## config.mk

```make
export PLATFORM = sky130hd
export DESIGN_NAME = pfm_error_counter
export DESIGN_NICKNAME = d
export VERILOG_FILES = /design/src/pfm_pkg.sv /design/src/pfm_pulse_if.sv /design/src/pfm_pulse_front.sv /design/src/pfm_error_counter.sv
export VERILOG_INCLUDE_DIRS = /design/src /design/src/src
export SDC_FILE = /design/constraint.sdc
export NUM_CORES = 1
export LEC_CHECK = 0
export ABC_AREA = 1
export BUFFER_PORTS_ARGS = -buffer_cell sky130_fd_sc_hd__buf_2
export CAP_MARGIN = 30
export CORE_MARGIN = 8
export CORE_UTILIZATION = 45
export DETAILED_ROUTE_END_ITERATION = 10
export GPL_ROUTABILITY_DRIVEN = 0
export MAX_ROUTING_LAYER = met4
export PLACE_DENSITY = 0.72
export SYNTH_ARGS = -nofsm -noshare
export SYNTH_HDL_FRONTEND = slang
export SYNTH_SLANG_ARGS = --single-unit
```

## constraint.sdc

```tcl
create_clock -name ref_clk -period 3.95 [get_ports ref_clk]
set_input_delay 0.1975 -clock ref_clk [delete_from_list [all_inputs] [get_ports ref_clk]]
set_output_delay 0.1975 -clock ref_clk [all_outputs]
set_load 0.03 [all_outputs]
```

## src/pfm_regs.svh

```systemverilog
`ifndef PFM_REGS_SVH
`define PFM_REGS_SVH

// ----------------------------------------
// Register offsets (byte addresses)
// ----------------------------------------
`define PFM_CTRL_OFS 8'h00
`define PFM_LIMIT_OFS 8'h04
`define PFM_LOWSET_OFS 8'h08
`define PFM_HIGHSET_OFS 8'h0C
`define PFM_DELAY_OFS 8'h10
`define PFM_STATUS_OFS 8'h14
`define PFM_EVENT_OFS 8'h18

// ----------------------------------------
// Field positions
// ----------------------------------------
`define PFM_RUN_BIT 0
`define PFM_MIN_LSB 0
`define PFM_MAX_LSB 8
`define PFM_DLY1_LSB 0
`define PFM_DLY2_LSB 8
`define PFM_FAULT_BIT 8
`define PFM_HS_LSB 9
`define PFM_TRIG_BIT 11
`define PFM_ERRFLAG_BIT 0

// ----------------------------------------
// Reset values and tally ceiling
// ----------------------------------------
`define PFM_LIMIT_RST 4'h0
`define PFM_SET_RST 8'h00
`define PFM_TALLY_MAX 5'h1F

// ----------------------------------------
// Timing
// ----------------------------------------
`define PFM_CLK_MHZ 25
`define PFM_TICK_US 15
`define PFM_TICK_CYCLES (`PFM_TICK_US * `PFM_CLK_MHZ)
`define PFM_DELAY_UNIT_US 2048
`define PFM_DELAY_UNIT_CYCLES (`PFM_DELAY_UNIT_US * `PFM_CLK_MHZ)

`endif

```

## src/pfm_pkg.sv

```systemverilog
package pfm_pkg;

  // Error-handling procedure steps
  typedef enum logic [1:0] {
    HS_IDLE,
    HS_DELAY1,
    HS_DELAY2,
    HS_TRIGGER
  } pfm_handle_type;

  // Input front-end state
  typedef struct packed {
    logic [2:0] sync;
    logic level;
    logic rise;
    logic fall;
    logic [8:0] tickCnt;
    logic tick;
  } pfm_front_type;

  // Counter and bus state
  typedef struct packed {
    logic run;
    logic [3:0] limit;
    logic [7:0] lmin;
    logic [7:0] lmax;
    logic [7:0] hmin;
    logic [7:0] hmax;
    logic [7:0] dly1;
    logic [7:0] dly2;
    logic [4:0] tally;
    logic errFlag;
    pfm_handle_type hs;
    logic [7:0] dlyCnt;
    logic [15:0] unitCnt;
    logic trig;
    logic [8:0] durCnt;
    logic startPulse;
    logic overran;
    logic prevGood;
    logic ready;
    logic slverr;
    logic [31:0] rdata;
  } pfm_state_type;

endpackage : pfm_pkg

```

## src/pfm_pulse_if.sv

```systemverilog
`timescale 1ns/1ns
interface pfm_pulse_if;
  logic level;
  logic rise;
  logic fall;
  logic tick;
  modport src (output level, rise, fall, tick);
  modport dst (input level, rise, fall, tick);
endinterface : pfm_pulse_if

```

## src/pfm_pulse_front.sv

```systemverilog
`timescale 1ns/1ns
`include "pfm_regs.svh"
module pfm_pulse_front
  import pfm_pkg::*;
(
  input wire logic ref_clk,
  input wire logic sys_rst,
  input wire logic processorErrorInput,
  pfm_pulse_if.src pulse
);

  pfm_front_type st_q;
  pfm_front_type st_d;

  // ----------------------------------------
  // Sync, edge detect, 15 us tick
  // ----------------------------------------
  always_comb begin
    st_d = st_q;
    st_d.sync = {st_q.sync[1:0], processorErrorInput};
    st_d.rise = 1'b0;
    st_d.fall = 1'b0;
    // Level moves once stages two and three agree
    if (st_q.sync[2] == st_q.sync[1] && st_q.sync[2] != st_q.level) begin
      st_d.level = st_q.sync[2];
      st_d.rise = st_q.sync[2];
      st_d.fall = ~st_q.sync[2];
    end
    st_d.tick = 1'b0;
    if (st_q.tickCnt == 9'(`PFM_TICK_CYCLES - 1)) begin
      st_d.tickCnt = 9'h000;
      st_d.tick = 1'b1;
    end else begin
      st_d.tickCnt = st_q.tickCnt + 9'h001;
    end
  end

  // State register, input idles high
  always_ff @(posedge ref_clk or posedge sys_rst) begin
    if (sys_rst) begin
      st_q <= '{sync: 3'h7, level: 1'b1, rise: 1'b0, fall: 1'b0, tickCnt: 9'h000, tick: 1'b0};
    end else begin
      st_q <= st_d;
    end
  end

  assign pulse.level = st_q.level;
  assign pulse.rise = st_q.rise;
  assign pulse.fall = st_q.fall;
  assign pulse.tick = st_q.tick;

endmodule : pfm_pulse_front

```

## src/pfm_error_counter.sv

```systemverilog
`timescale 1ns/1ns
`include "pfm_regs.svh"
// How it works
// - Bad event adds two to tally
// - Good event takes one from tally
// - Tally held zero while not running
// - Limit writable only while stopped
// - Tally above limit starts error handling
// - Handling stops: tally low, flags cleared
// - Both delays elapse: trigger, clear run
// - Sequencer done reinitialises the monitor
// - Low start: timer from low maximum
// - Early rise enters high-pulse monitoring
// - Start timer expiry is a bad event
// - High start: timer from high maximum
// - Early fall enters low-pulse monitoring
// - Events keep counting during handling
// - Pulse outside min/max window is bad
// - Two in-window pulses make good event
// - Threshold is 15 us times setting+1
// - Overlong level repeats bad events
module pfm_error_counter
  import pfm_pkg::*;
#(
  parameter int DelayUnitCycles = `PFM_DELAY_UNIT_CYCLES
) (
  input wire logic ref_clk,
  input wire logic sys_rst,
  input wire logic [7:0] paddr,
  input wire logic psel,
  input wire logic penable,
  input wire logic pwrite,
  input wire logic [31:0] pwdata,
  output logic [31:0] prdata,
  output logic pready,
  output logic pslverr,
  input wire logic processorErrorInput,
  input wire logic powerSequenceFsmDone,
  output logic monitorResetTrigger
);

  // ----------------------------------------
  // Helpers
  // ----------------------------------------

  // Pulse threshold in 15 us ticks
  function automatic logic [8:0] thrTicks(input logic [7:0] setting);
    thrTicks = {1'b0, setting} + 9'h001;
  endfunction : thrTicks

  // Saturating tally update
  function automatic logic [4:0] tallyStep(input logic [4:0] t, input logic bad, input logic good);
    logic [5:0] sum;
    sum = {1'b0, t} + 6'h02;
    tallyStep = t;
    if (bad) begin
      tallyStep = sum[5] ? `PFM_TALLY_MAX : sum[4:0];
    end else if (good && t != 5'h00) begin
      tallyStep = t - 5'h01;
    end
  endfunction : tallyStep

  pfm_pulse_if pulse ();

  pfm_pulse_front u_front (
    .ref_clk(ref_clk),
    .sys_rst(sys_rst),
    .processorErrorInput(processorErrorInput),
    .pulse(pulse)
  );

  pfm_state_type st_q;
  pfm_state_type st_d;
  logic badEvt;
  logic goodEvt;
  logic wrEn;
  logic rdEn;

  // ----------------------------------------
  // Next-state logic
  // ----------------------------------------
  always_comb begin
    logic edgeSeen;
    logic inWin;
    logic [7:0] minSel;
    logic [7:0] maxSel;
    logic [7:0] dlySel;
    logic hit;
    logic [31:0] rd;
    edgeSeen = pulse.rise | pulse.fall;
    inWin = 1'b0;
    minSel = pulse.rise ? st_q.lmin : st_q.hmin;
    maxSel = pulse.level ? st_q.hmax : st_q.lmax;
    dlySel = (st_q.hs == HS_DELAY2) ? st_q.dly2 : st_q.dly1;
    hit = 1'b0;
    rd = 32'h0000_0000;
    badEvt = 1'b0;
    goodEvt = 1'b0;
    st_d = st_q;

    // Bus handshake, one wait cycle
    wrEn = psel & penable & st_q.ready & pwrite;
    rdEn = psel & penable & ~st_q.ready;
    st_d.ready = rdEn;
    st_d.slverr = 1'b0;

    // Pulse classification
    if (!st_q.run) begin
      // Stopped: arm the start-up measurement
      st_d.durCnt = 9'h000;
      st_d.startPulse = 1'b1;
      st_d.overran = 1'b0;
      st_d.prevGood = 1'b0;
    end else if (edgeSeen) begin
      if (st_q.startPulse) begin
        // First edge in time: start normal monitoring
        st_d.prevGood = 1'b0;
      end else begin
        inWin = ~st_q.overran && st_q.durCnt >= thrTicks(minSel);
        badEvt = ~st_q.overran && ~inWin;
        goodEvt = inWin && st_q.prevGood;
        st_d.prevGood = inWin;
      end
      st_d.durCnt = 9'h000;
      st_d.startPulse = 1'b0;
      st_d.overran = 1'b0;
    end else if (pulse.tick) begin
      if (st_q.durCnt >= thrTicks(maxSel)) begin
        // Too long, also covers start-up timeout
        badEvt = 1'b1;
        st_d.durCnt = 9'h000;
        st_d.overran = 1'b1;
        st_d.startPulse = 1'b0;
        st_d.prevGood = 1'b0;
      end else begin
        st_d.durCnt = st_q.durCnt + 9'h001;
      end
    end

    // Tally, counted in idle and both delay steps; held zero in trigger step as run is clear
    st_d.tally = tallyStep(st_q.tally, badEvt, goodEvt);

    // Event flag, set wins over clear
    if (wrEn && paddr == `PFM_EVENT_OFS && pwdata[`PFM_ERRFLAG_BIT]) begin
      st_d.errFlag = 1'b0;
    end
    if (st_q.run && st_q.tally > {1'b0, st_q.limit}) begin
      st_d.errFlag = 1'b1;
    end

    // Delay unit prescaler
    if (st_q.unitCnt == 16'(DelayUnitCycles - 1)) begin
      st_d.unitCnt = 16'h0000;
      hit = 1'b1;
    end else begin
      st_d.unitCnt = st_q.unitCnt + 16'h0001;
    end

    // Error-handling procedure
    case (st_q.hs)
      HS_IDLE: begin
        if (st_q.run && st_q.tally > {1'b0, st_q.limit}) begin
          st_d.hs = HS_DELAY1;
          st_d.dlyCnt = 8'h00;
          st_d.unitCnt = 16'h0000;
        end
      end
      HS_DELAY1, HS_DELAY2: begin
        if (!st_q.run) begin
          st_d.hs = HS_IDLE;
        end else if (st_q.tally <= {1'b0, st_q.limit} && !st_q.errFlag) begin
          st_d.hs = HS_IDLE;
        end else if (st_q.dlyCnt == dlySel) begin
          st_d.dlyCnt = 8'h00;
          st_d.unitCnt = 16'h0000;
          if (st_q.hs == HS_DELAY1 && st_q.dly2 != 8'h00) begin
            st_d.hs = HS_DELAY2;
          end else begin
            st_d.hs = HS_TRIGGER;
            st_d.trig = 1'b1;
          end
        end else if (hit) begin
          st_d.dlyCnt = st_q.dlyCnt + 8'h01;
        end
      end
      HS_TRIGGER: begin
        if (powerSequenceFsmDone) begin
          st_d.trig = 1'b0;
          st_d.errFlag = 1'b0;
          st_d.hs = HS_IDLE;
        end
      end
      default: begin
        st_d.hs = HS_IDLE;
      end
    endcase

    // Register writes
    if (wrEn) begin
      case (paddr)
        `PFM_CTRL_OFS: begin
          if (st_q.hs != HS_TRIGGER) begin
            st_d.run = pwdata[`PFM_RUN_BIT];
          end
        end
        `PFM_LIMIT_OFS: begin
          if (!st_q.run) begin
            st_d.limit = pwdata[3:0];
          end
        end
        `PFM_LOWSET_OFS: begin
          st_d.lmin = pwdata[`PFM_MIN_LSB +: 8];
          st_d.lmax = pwdata[`PFM_MAX_LSB +: 8];
        end
        `PFM_HIGHSET_OFS: begin
          st_d.hmin = pwdata[`PFM_MIN_LSB +: 8];
          st_d.hmax = pwdata[`PFM_MAX_LSB +: 8];
        end
        `PFM_DELAY_OFS: begin
          st_d.dly1 = pwdata[`PFM_DLY1_LSB +: 8];
          st_d.dly2 = pwdata[`PFM_DLY2_LSB +: 8];
        end
        default: begin
        end
      endcase
    end

    // Trigger issue clears run
    if (st_d.trig && !st_q.trig) begin
      st_d.run = 1'b0;
    end
    if (!st_d.run) begin
      st_d.tally = 5'h00;
    end

    // Read data and unmapped answer
    case (paddr)
      `PFM_CTRL_OFS: rd[`PFM_RUN_BIT] = st_q.run;
      `PFM_LIMIT_OFS: rd[3:0] = st_q.limit;
      `PFM_LOWSET_OFS: rd[15:0] = {st_q.lmax, st_q.lmin};
      `PFM_HIGHSET_OFS: rd[15:0] = {st_q.hmax, st_q.hmin};
      `PFM_DELAY_OFS: rd[15:0] = {st_q.dly2, st_q.dly1};
      `PFM_STATUS_OFS: begin
        rd[4:0] = st_q.tally;
        rd[`PFM_FAULT_BIT] = st_q.tally > {1'b0, st_q.limit};
        rd[`PFM_HS_LSB +: 2] = st_q.hs;
        rd[`PFM_TRIG_BIT] = st_q.trig;
      end
      `PFM_EVENT_OFS: rd[`PFM_ERRFLAG_BIT] = st_q.errFlag;
      default: st_d.slverr = rdEn;
    endcase
    if (rdEn) begin
      st_d.rdata = rd;
    end
  end

  // ----------------------------------------
  // State register
  // ----------------------------------------
  always_ff @(posedge ref_clk or posedge sys_rst) begin
    if (sys_rst) begin
      st_q <= '{
        run: 1'b0, limit: `PFM_LIMIT_RST,
        lmin: `PFM_SET_RST, lmax: `PFM_SET_RST,
        hmin: `PFM_SET_RST, hmax: `PFM_SET_RST,
        dly1: `PFM_SET_RST, dly2: `PFM_SET_RST,
        tally: 5'h00, errFlag: 1'b0, hs: HS_IDLE,
        dlyCnt: 8'h00, unitCnt: 16'h0000, trig: 1'b0,
        durCnt: 9'h000, startPulse: 1'b1, overran: 1'b0,
        prevGood: 1'b0, ready: 1'b0, slverr: 1'b0,
        rdata: 32'h0000_0000
      };
    end else begin
      st_q <= st_d;
    end
  end

  // Outputs straight from flops
  assign prdata = st_q.rdata;
  assign pready = st_q.ready;
  assign pslverr = st_q.slverr;
  assign monitorResetTrigger = st_q.trig;
endmodule : pfm_error_counter

```

Word-level counts from Yosys, hierarchy flattened
Index checks and enable logic that the tools add are counted.

Add/subtract/negate cells: 8. $lt $le $gt $ge: 4. Equality and inequality tests: 24. Muxes and demuxes: 61. Bitwise operators: 10. Reductions and logical operators: 27.

Operators by type and width (count): $mux 16 (4); $mux 53 (1); $mux 25 (2); $pmux 24 s2 (1); $mux 8 (5); $mux 12 (3); $mux 26 (1); $eq 8x5->1 const B (3); $mux 1 (21); $mux 5 (4); $add 8x1->9 const B (2); $add 9x1->9 const B (2); $ge 9x9->1 (2); $mux 9 (2); $mux 17 (1); $add 16x1->16 const B (1); $eq 16x16->1 const B (1); $eq 8x4->1 const B (2); $pmux 4 s4 (1); $pmux 3 s5 (1); $pmux 4 s3 (1); $logic_and 1x1->1 (11); $ne 2x2->1 const B (5); $eq 9x9->1 const B (1); 36 further kinds (56).

Flip-flop bits (word level): 132. Output and inout bits: 35. Logic and storage cells: 161.

Logic depth before layout (Yosys ltp)
Word-level depth: 12. Mapped depth: 23. Depth with buffers taken out: 23.

Hierarchy
From an unflattened synthesis, not the netlist that was laid out.

Cells, all modules: 1032. Area, all modules: 7945.1 sq um.

By module, submodules not included: pfm_error_counter (instances 1, cells an instance 962, area each 7277.0 sq um); pfm_pulse_front (instances 1, cells an instance 70, area each 668.1 sq um).

Worst setup path after synthesis
No wires, ideal clock.

Kind: register -> register. From: register u_front.st_q, in the netlist u_front.pulse.level. To: register st_q[74] in the netlist's numbering. Data arrival time: 2842 ps. Data required time: 3826 ps. Slack: 985 ps. Cell stages (with the launch flop): 20. Cells stage by stage: dfstp_2 -> clkbuf_1 -> nand2_1 -> o21ai_0 -> ha_1 -> nand3_1 -> nor2_1 -> nand2_1 -> nor2_1 -> nand2_1 -> ha_1 -> a21o_1 -> nor2_1 -> nand4_1 -> nand2_1 -> nand2_1 -> nor2_1 -> nand3_1 -> nand2_1 -> a21oi_1.

Word-level cells in the longest chain between the ends: 9. Elaborated cells on any way between the ends: 10. Those cells by class: add/sub: 1; order compare: 1; eq/ne: 1; mux: 7.

RTL lines: start, declared (RTL line pfm_pulse_front.sv:12) `pfm_front_type st_q;`; start signal, assigned (RTL line pfm_pulse_front.sv:41) `st_q <= '{sync: 3'h7, level: 1'b1, rise: 1'b0, fall: 1'b0, tickCnt: 9'h000, tick: 1'b0};`; start signal, assigned (RTL line pfm_pulse_front.sv:43) `st_q <= st_d;`; $mux 8 (*) (RTL line pfm_error_counter.sv:93) `maxSel = pulse.level ? st_q.hmax : st_q.lmax;`; $add 8x1->9 (*) (RTL line pfm_error_counter.sv:48) `thrTicks = {1'b0, setting} + 9'h001;`; $ge 9x9->1 (*) (RTL line pfm_error_counter.sv:128) `if (st_q.durCnt >= thrTicks(maxSel)) begin`; $mux 1 (*) (RTL line pfm_error_counter.sv:128); $mux 1 (*) (RTL line pfm_error_counter.sv:127) `end else if (pulse.tick) begin`; $mux 1 (*) (RTL line pfm_error_counter.sv:114) `end else if (edgeSeen) begin`; $mux 1 (*) (RTL line pfm_error_counter.sv:108) `if (!st_q.run) begin`; $mux 5 (RTL line pfm_error_counter.sv:56) `if (bad) begin`; $mux 5 (RTL line pfm_error_counter.sv:232) `if (!st_d.run) begin`; end signal, assigned (RTL line pfm_error_counter.sv:262) `st_q <= '{`; end signal, assigned (RTL line pfm_error_counter.sv:274) `st_q <= st_d;`; end, declared (RTL line pfm_error_counter.sv:72) `pfm_state_type st_q;`.

Mark *: on every way between the ends. The rest lies on a longest branch, timed or not. A chain may end at the register's enable or synchronous reset.

Final worst setup path
Same ends and word-level chain as after synthesis.

==> results.md <==
- The routed wire length is 19.3 mm.
- The share of final-layout standard cells stronger than drive strength 1 is 11.9%.
- Setup repair after global routing left no endpoint under its margin.
- After the first detailed-routing iteration, the DRC count stood at 566.
- After synthesis, the mean cell area works out to 7.59 um2.
- The half-perimeter wire length after detailed placement is 14.6 mm.
- In this run the critical register-to-register path is launched from u_front.pulse.level$_DFFE_PP1P_.
- Counting flops and latches in the post-synthesis netlist gives 132.
- The I/O pin count is 82.
- For the worst setup path, the data required time is 4.26 ns.
- The most used flip-flop cell after synthesis is dfrtp_1.
- The total clock sinks is 132.
- The summed area of non-filler cells in the final layout is 0.00885 mm2.
- After clock tree synthesis, the flow added hold-fix buffers numbering 3.
- After layout, the minimum clock period comes to 3.63 ns.
- Of the post-synthesis cell area, the part taken by muxes is 0.125%.
- In this run, distinct cell masters in the synthesized netlist total 44.
- STA classifies the critical path startpoint as a flop.
- The setup clock skew after layout is 0.00919 ns.
- For this run, the share of the core covered by cells in the final layout is 51.0%.
- Setup violations remaining at the end of the flow were counted as 0.
- The synthesized netlist devotes 12.4% of its cell area to compound gates.
- For this run, the register share of the synthesized area comes to 41.4%.
- The area of combinational cells with multiple inputs is 0.00376 mm2.
- Buffers placed on the I/O ports in this run total 49.
- Of the total synthesized cell area, the portion taken by XOR and XNOR cells is 3.18%.
- The floorplan step defined a die boundary enclosing 0.0223 mm2.
- Once the clock tree was built, the setup fixing pass inserted 0 buffers.
- The flow ran to the end, and the final reports show no timing, DRC or antenna violations.
- The number of global-route vias before repair is 6,525.
- Registers take 0.00331 mm2.
- The type of destination of the critical path is a flop.
- The cell with the largest stage delay on the worst path is dfstp_2.
- The proportion of register bits with asynchronous set or reset after synthesis is 100%.
- The buffer cell driving the clock tree root is clkbuf_16.
- The main combinational cell family by area after synthesis is simple AND/OR/NAND/NOR gates.
- The number of antenna violations at the first check in global routing is 0.
- The clock-pin slew of the registers on the worst-case setup and hold paths is 0.07 ns.
- Global routing finished with a remaining overflow of 0.
- The first detailed-routing pass took 6 iterations.
- Global routing used 18.6% of the available tracks across all layers.
- The largest delay contributor family on the critical path is simple AND/OR/NAND/NOR gates.
- For this configuration, the core starts out at a cell density of 46.0%.
- The launch point of the worst hold path is pwdata[6].
- The layout overhead on the synthesized area is 10.7%.
- The CTS H-tree depth is 4.
- Using the TritonRoute via totals, the vias-per-cell ratio works out to 5.14.
- The longest clock path from root to sink contains 2 buffers.
- Dividing total power by cell area gives a power density of 397 mW/mm2.
- The final number of hold-violating endpoints is 0.
- The post-route DRC violation count is 0.
- The worst slew slack as a fraction of its limit is 34.9%.
- The simple-gate portion of the synthesized area is 24.7%.
- The worst path buffer plus inverter count is 2.
- Fill cells in the final layout number 1,653.
- The count of nets left with antenna violations once routing finished came out at 0.
- For the pin with the worst max-slew slack, the measured transition is 0.973 ns.
- Of the available clock period, the critical path in the final layout requires 92.0%.
- The repair_antennas step left the layout with diodes totalling 0.
- Traced cell by cell, the critical path runs through inv_1 > or2_2 > o21ai_0 > inv_1 > ha_1 > nand3_1 > nor2_1 > nand2_1 > nor2_1 > nand2_1 > ha_1 > a21o_1 > nor2_1 > nand4_1 > nand2_1 > nand2_1 > nor2_1 > nand3_1 > nand2_1 > a21oi_1.
- For this run, the number of Yosys warnings is 0.
- The largest single stage delay on the critical path is 0.64 ns.
- In this run, post-CTS repair resized a total of 0 instances.
- The worst-skew pair later-pin latency is 0.43 ns.
- The cell row count is 48.
- Setup total negative slack on the finished layout was measured at 0 ns.
- Across the VDD grid, the largest voltage drop is 0.324 mV.
- The count of final max-slew check failures was 0.
- For the worst setup path, the data arrival time is 3.94 ns.
- After Yosys synthesis, full adders, half adders and majority gates account for 5.95% of the synthesized area.
- The type of the most critical hold path is primary input to flop.
- The floorplan die height is 149 um.
- The overall die width is 149 um.
- The number of flops mapped to enable cells by yosys is 0.
- Entering global routing, the biggest net connects 85 pins.
- The detailed router placed 6,812 vias in this run.
- Max-cap violations in this run came to 0.
- The leakage power total is 4.47 nW.
- The final layout contains 1,173 nets.
- The area inside the core boundary is 0.0174 mm2.
- Of all nets on the critical path, the largest fanout is 13.
- The first-pass GRT wire length is 32.2 mm.
- The number of clock buffers added by TritonCTS is 17.
- The synthesized netlist occupies a cell area of 0.00799 mm2.
- The most critical setup path has its startpoint at u_front.pulse.level$_DFFE_PP1P_.
- The final total power is 0.00351 W.
- The startpoint-to-endpoint class of the critical path is flop to flop.
- In this design, the critical path's most frequently occurring cell is nand2_1.
- After detailed routing, the average wire length per cell comes to 14.6 um.
- In the synthesized netlist, the number of instances is 1,053.
- The peak clock frequency supported by timing is 275 MHz.
- The instance area at placement is 0.00825 mm2.
- TritonCTS built the clock tree.
per-stage QoR:
step                hold slack (ns)  instances  setup WS [ns]
finish                       0.0679       1326          0.315
global placement              0.303       1291          0.497
CTS                          0.0551       1326          0.344
floorplan                     0.202       1068          0.235
global route                 0.0758       1326         0.0613
detailed placement            0.315       1291          0.386
per-layer routing:
layer  vias to the layer above  GRT usage, %  wire, um
li1                       3420             -         -
met1                      3140          24.1      8820
met2                       224          28.1      8860
met3                        28          3.70      1180
met4                         0          7.52       469
met5                         -             -         0
cells in the final DEF (no fill, tap or decap), types with 8 or more instances in the layout:
| cell type | n |
|---|---|
| o21ai_0 | 110 |
| o22ai_1 | 13 |
| o211ai_1 | 8 |
| nand2_2 | 8 |
| nand2_1 | 242 |
| xnor2_1 | 8 |
| conb_1 | 16 |
| clkbuf_16 | 17 |
| or2_2 | 8 |
| a21oi_1 | 19 |
| nor2_1 | 89 |
| inv_2 | 11 |
| nand4_1 | 15 |
| dfrtp_1 | 127 |
| nor3_1 | 14 |
| buf_2 | 49 |
| nand3_1 | 56 |
| ha_1 | 38 |
| inv_1 | 150 |
| xor2_1 | 21 |
| o21ai_1 | 9 |
kinds of logic (layout without fill, tap and decap cells):
kind of cell,count (synthesis),after routing
AND/OR/NAND/NOR,455,455
buffers and inverters,218,251
AO/OA/AOI/OAI,179,179
flip-flops,132,132
adder cells (fa/ha/maj),38,38
XOR/XNOR,29,29
other,1,16
multiplexers,1,1
tightest hold or removal path: cells and delay by family:
kind	cells	cell delay, ns
AOI/OAI and AO/OA	1	0.08
buffers and inverters	2	0.16
report_power, final:
group	total [W]	switching [W]	internal [W]
clock network	0.00152	0.000665	0.000856
registers	0.00145	0.0000463	0.00140
logic	0.000544	0.000357	0.000187
sequential cells by signal, indices dropped and copies added (netlist names):
name	cells
u_front.pulse.level	1
monitorResetTrigger	1
st_q	97
u_front.st_q	10
u_front.pulse.fall	1
u_front.pulse.rise	1
prdata	16
pready	1
pslverr	1
u_front.st_d	2
u_front.pulse.tick	1
Yosys cell counts, types with 4 or more instances:
library cell / number / area share (%)
a221oi_1: 7 / 0.77
nor2_1: 89 / 4.2
a31oi_1: 4 / 0.31
o22ai_1: 13 / 1.0
nor4_1: 7 / 0.55
nand2_2: 8 / 0.63
buf_4: 33 / 3.1
or2_2: 8 / 0.63
nand3_1: 56 / 3.5
xnor2_1: 8 / 0.88
nor3_1: 14 / 0.88
dfstp_2: 5 / 1.6
nand3_2: 4 / 0.50
clkbuf_1: 15 / 0.70
inv_2: 11 / 0.52
a21oi_1: 19 / 1.2
o21ai_1: 9 / 0.56
dfrtp_1: 127 / 40
inv_1: 151 / 7.1
o21ai_0: 110 / 6.9
xor2_1: 21 / 2.3
nor2_2: 4 / 0.31
buf_6: 4 / 0.56
nand2_1: 242 / 11
o211ai_1: 8 / 0.75
ha_1: 38 / 5.9
nand4_1: 15 / 1.2
final timing paths:
| check | endpoint | slack (ns) | cells after the start |
|---|---|---|---|
| worst max-delay path | st_q[74]$_DFFE_PP0P_ | 0.32 | 20 |
| worst min-delay path | st_q[109]$_DFFE_PP0P_ | 0.07 | 3 |
| worst max register to register | st_q[74]$_DFFE_PP0P_ | 0.32 | 20 |
| worst min register to register | u_front.st_d[15]$_DFF_PP1_ | 0.36 | 0 |
| max in group asynchronous | st_q[36]$_DFFE_PP1P_ | 2.56 | 4 |
| min in group asynchronous | st_q[59]$_DFF_PP0_ | 0.47 | 3 |
area by class of cell:
type	instances	area share [%]
Clock inverter	13	1.29
Inverter	162	6.93
Clock buffer	19	5.12
Timing Repair Buffer	57	3.54
Multi-Input combinational cell	718	42.5
Sequential cell	132	37.4
Tap cell	225	3.18
Power figures use the tool's default switching activity.
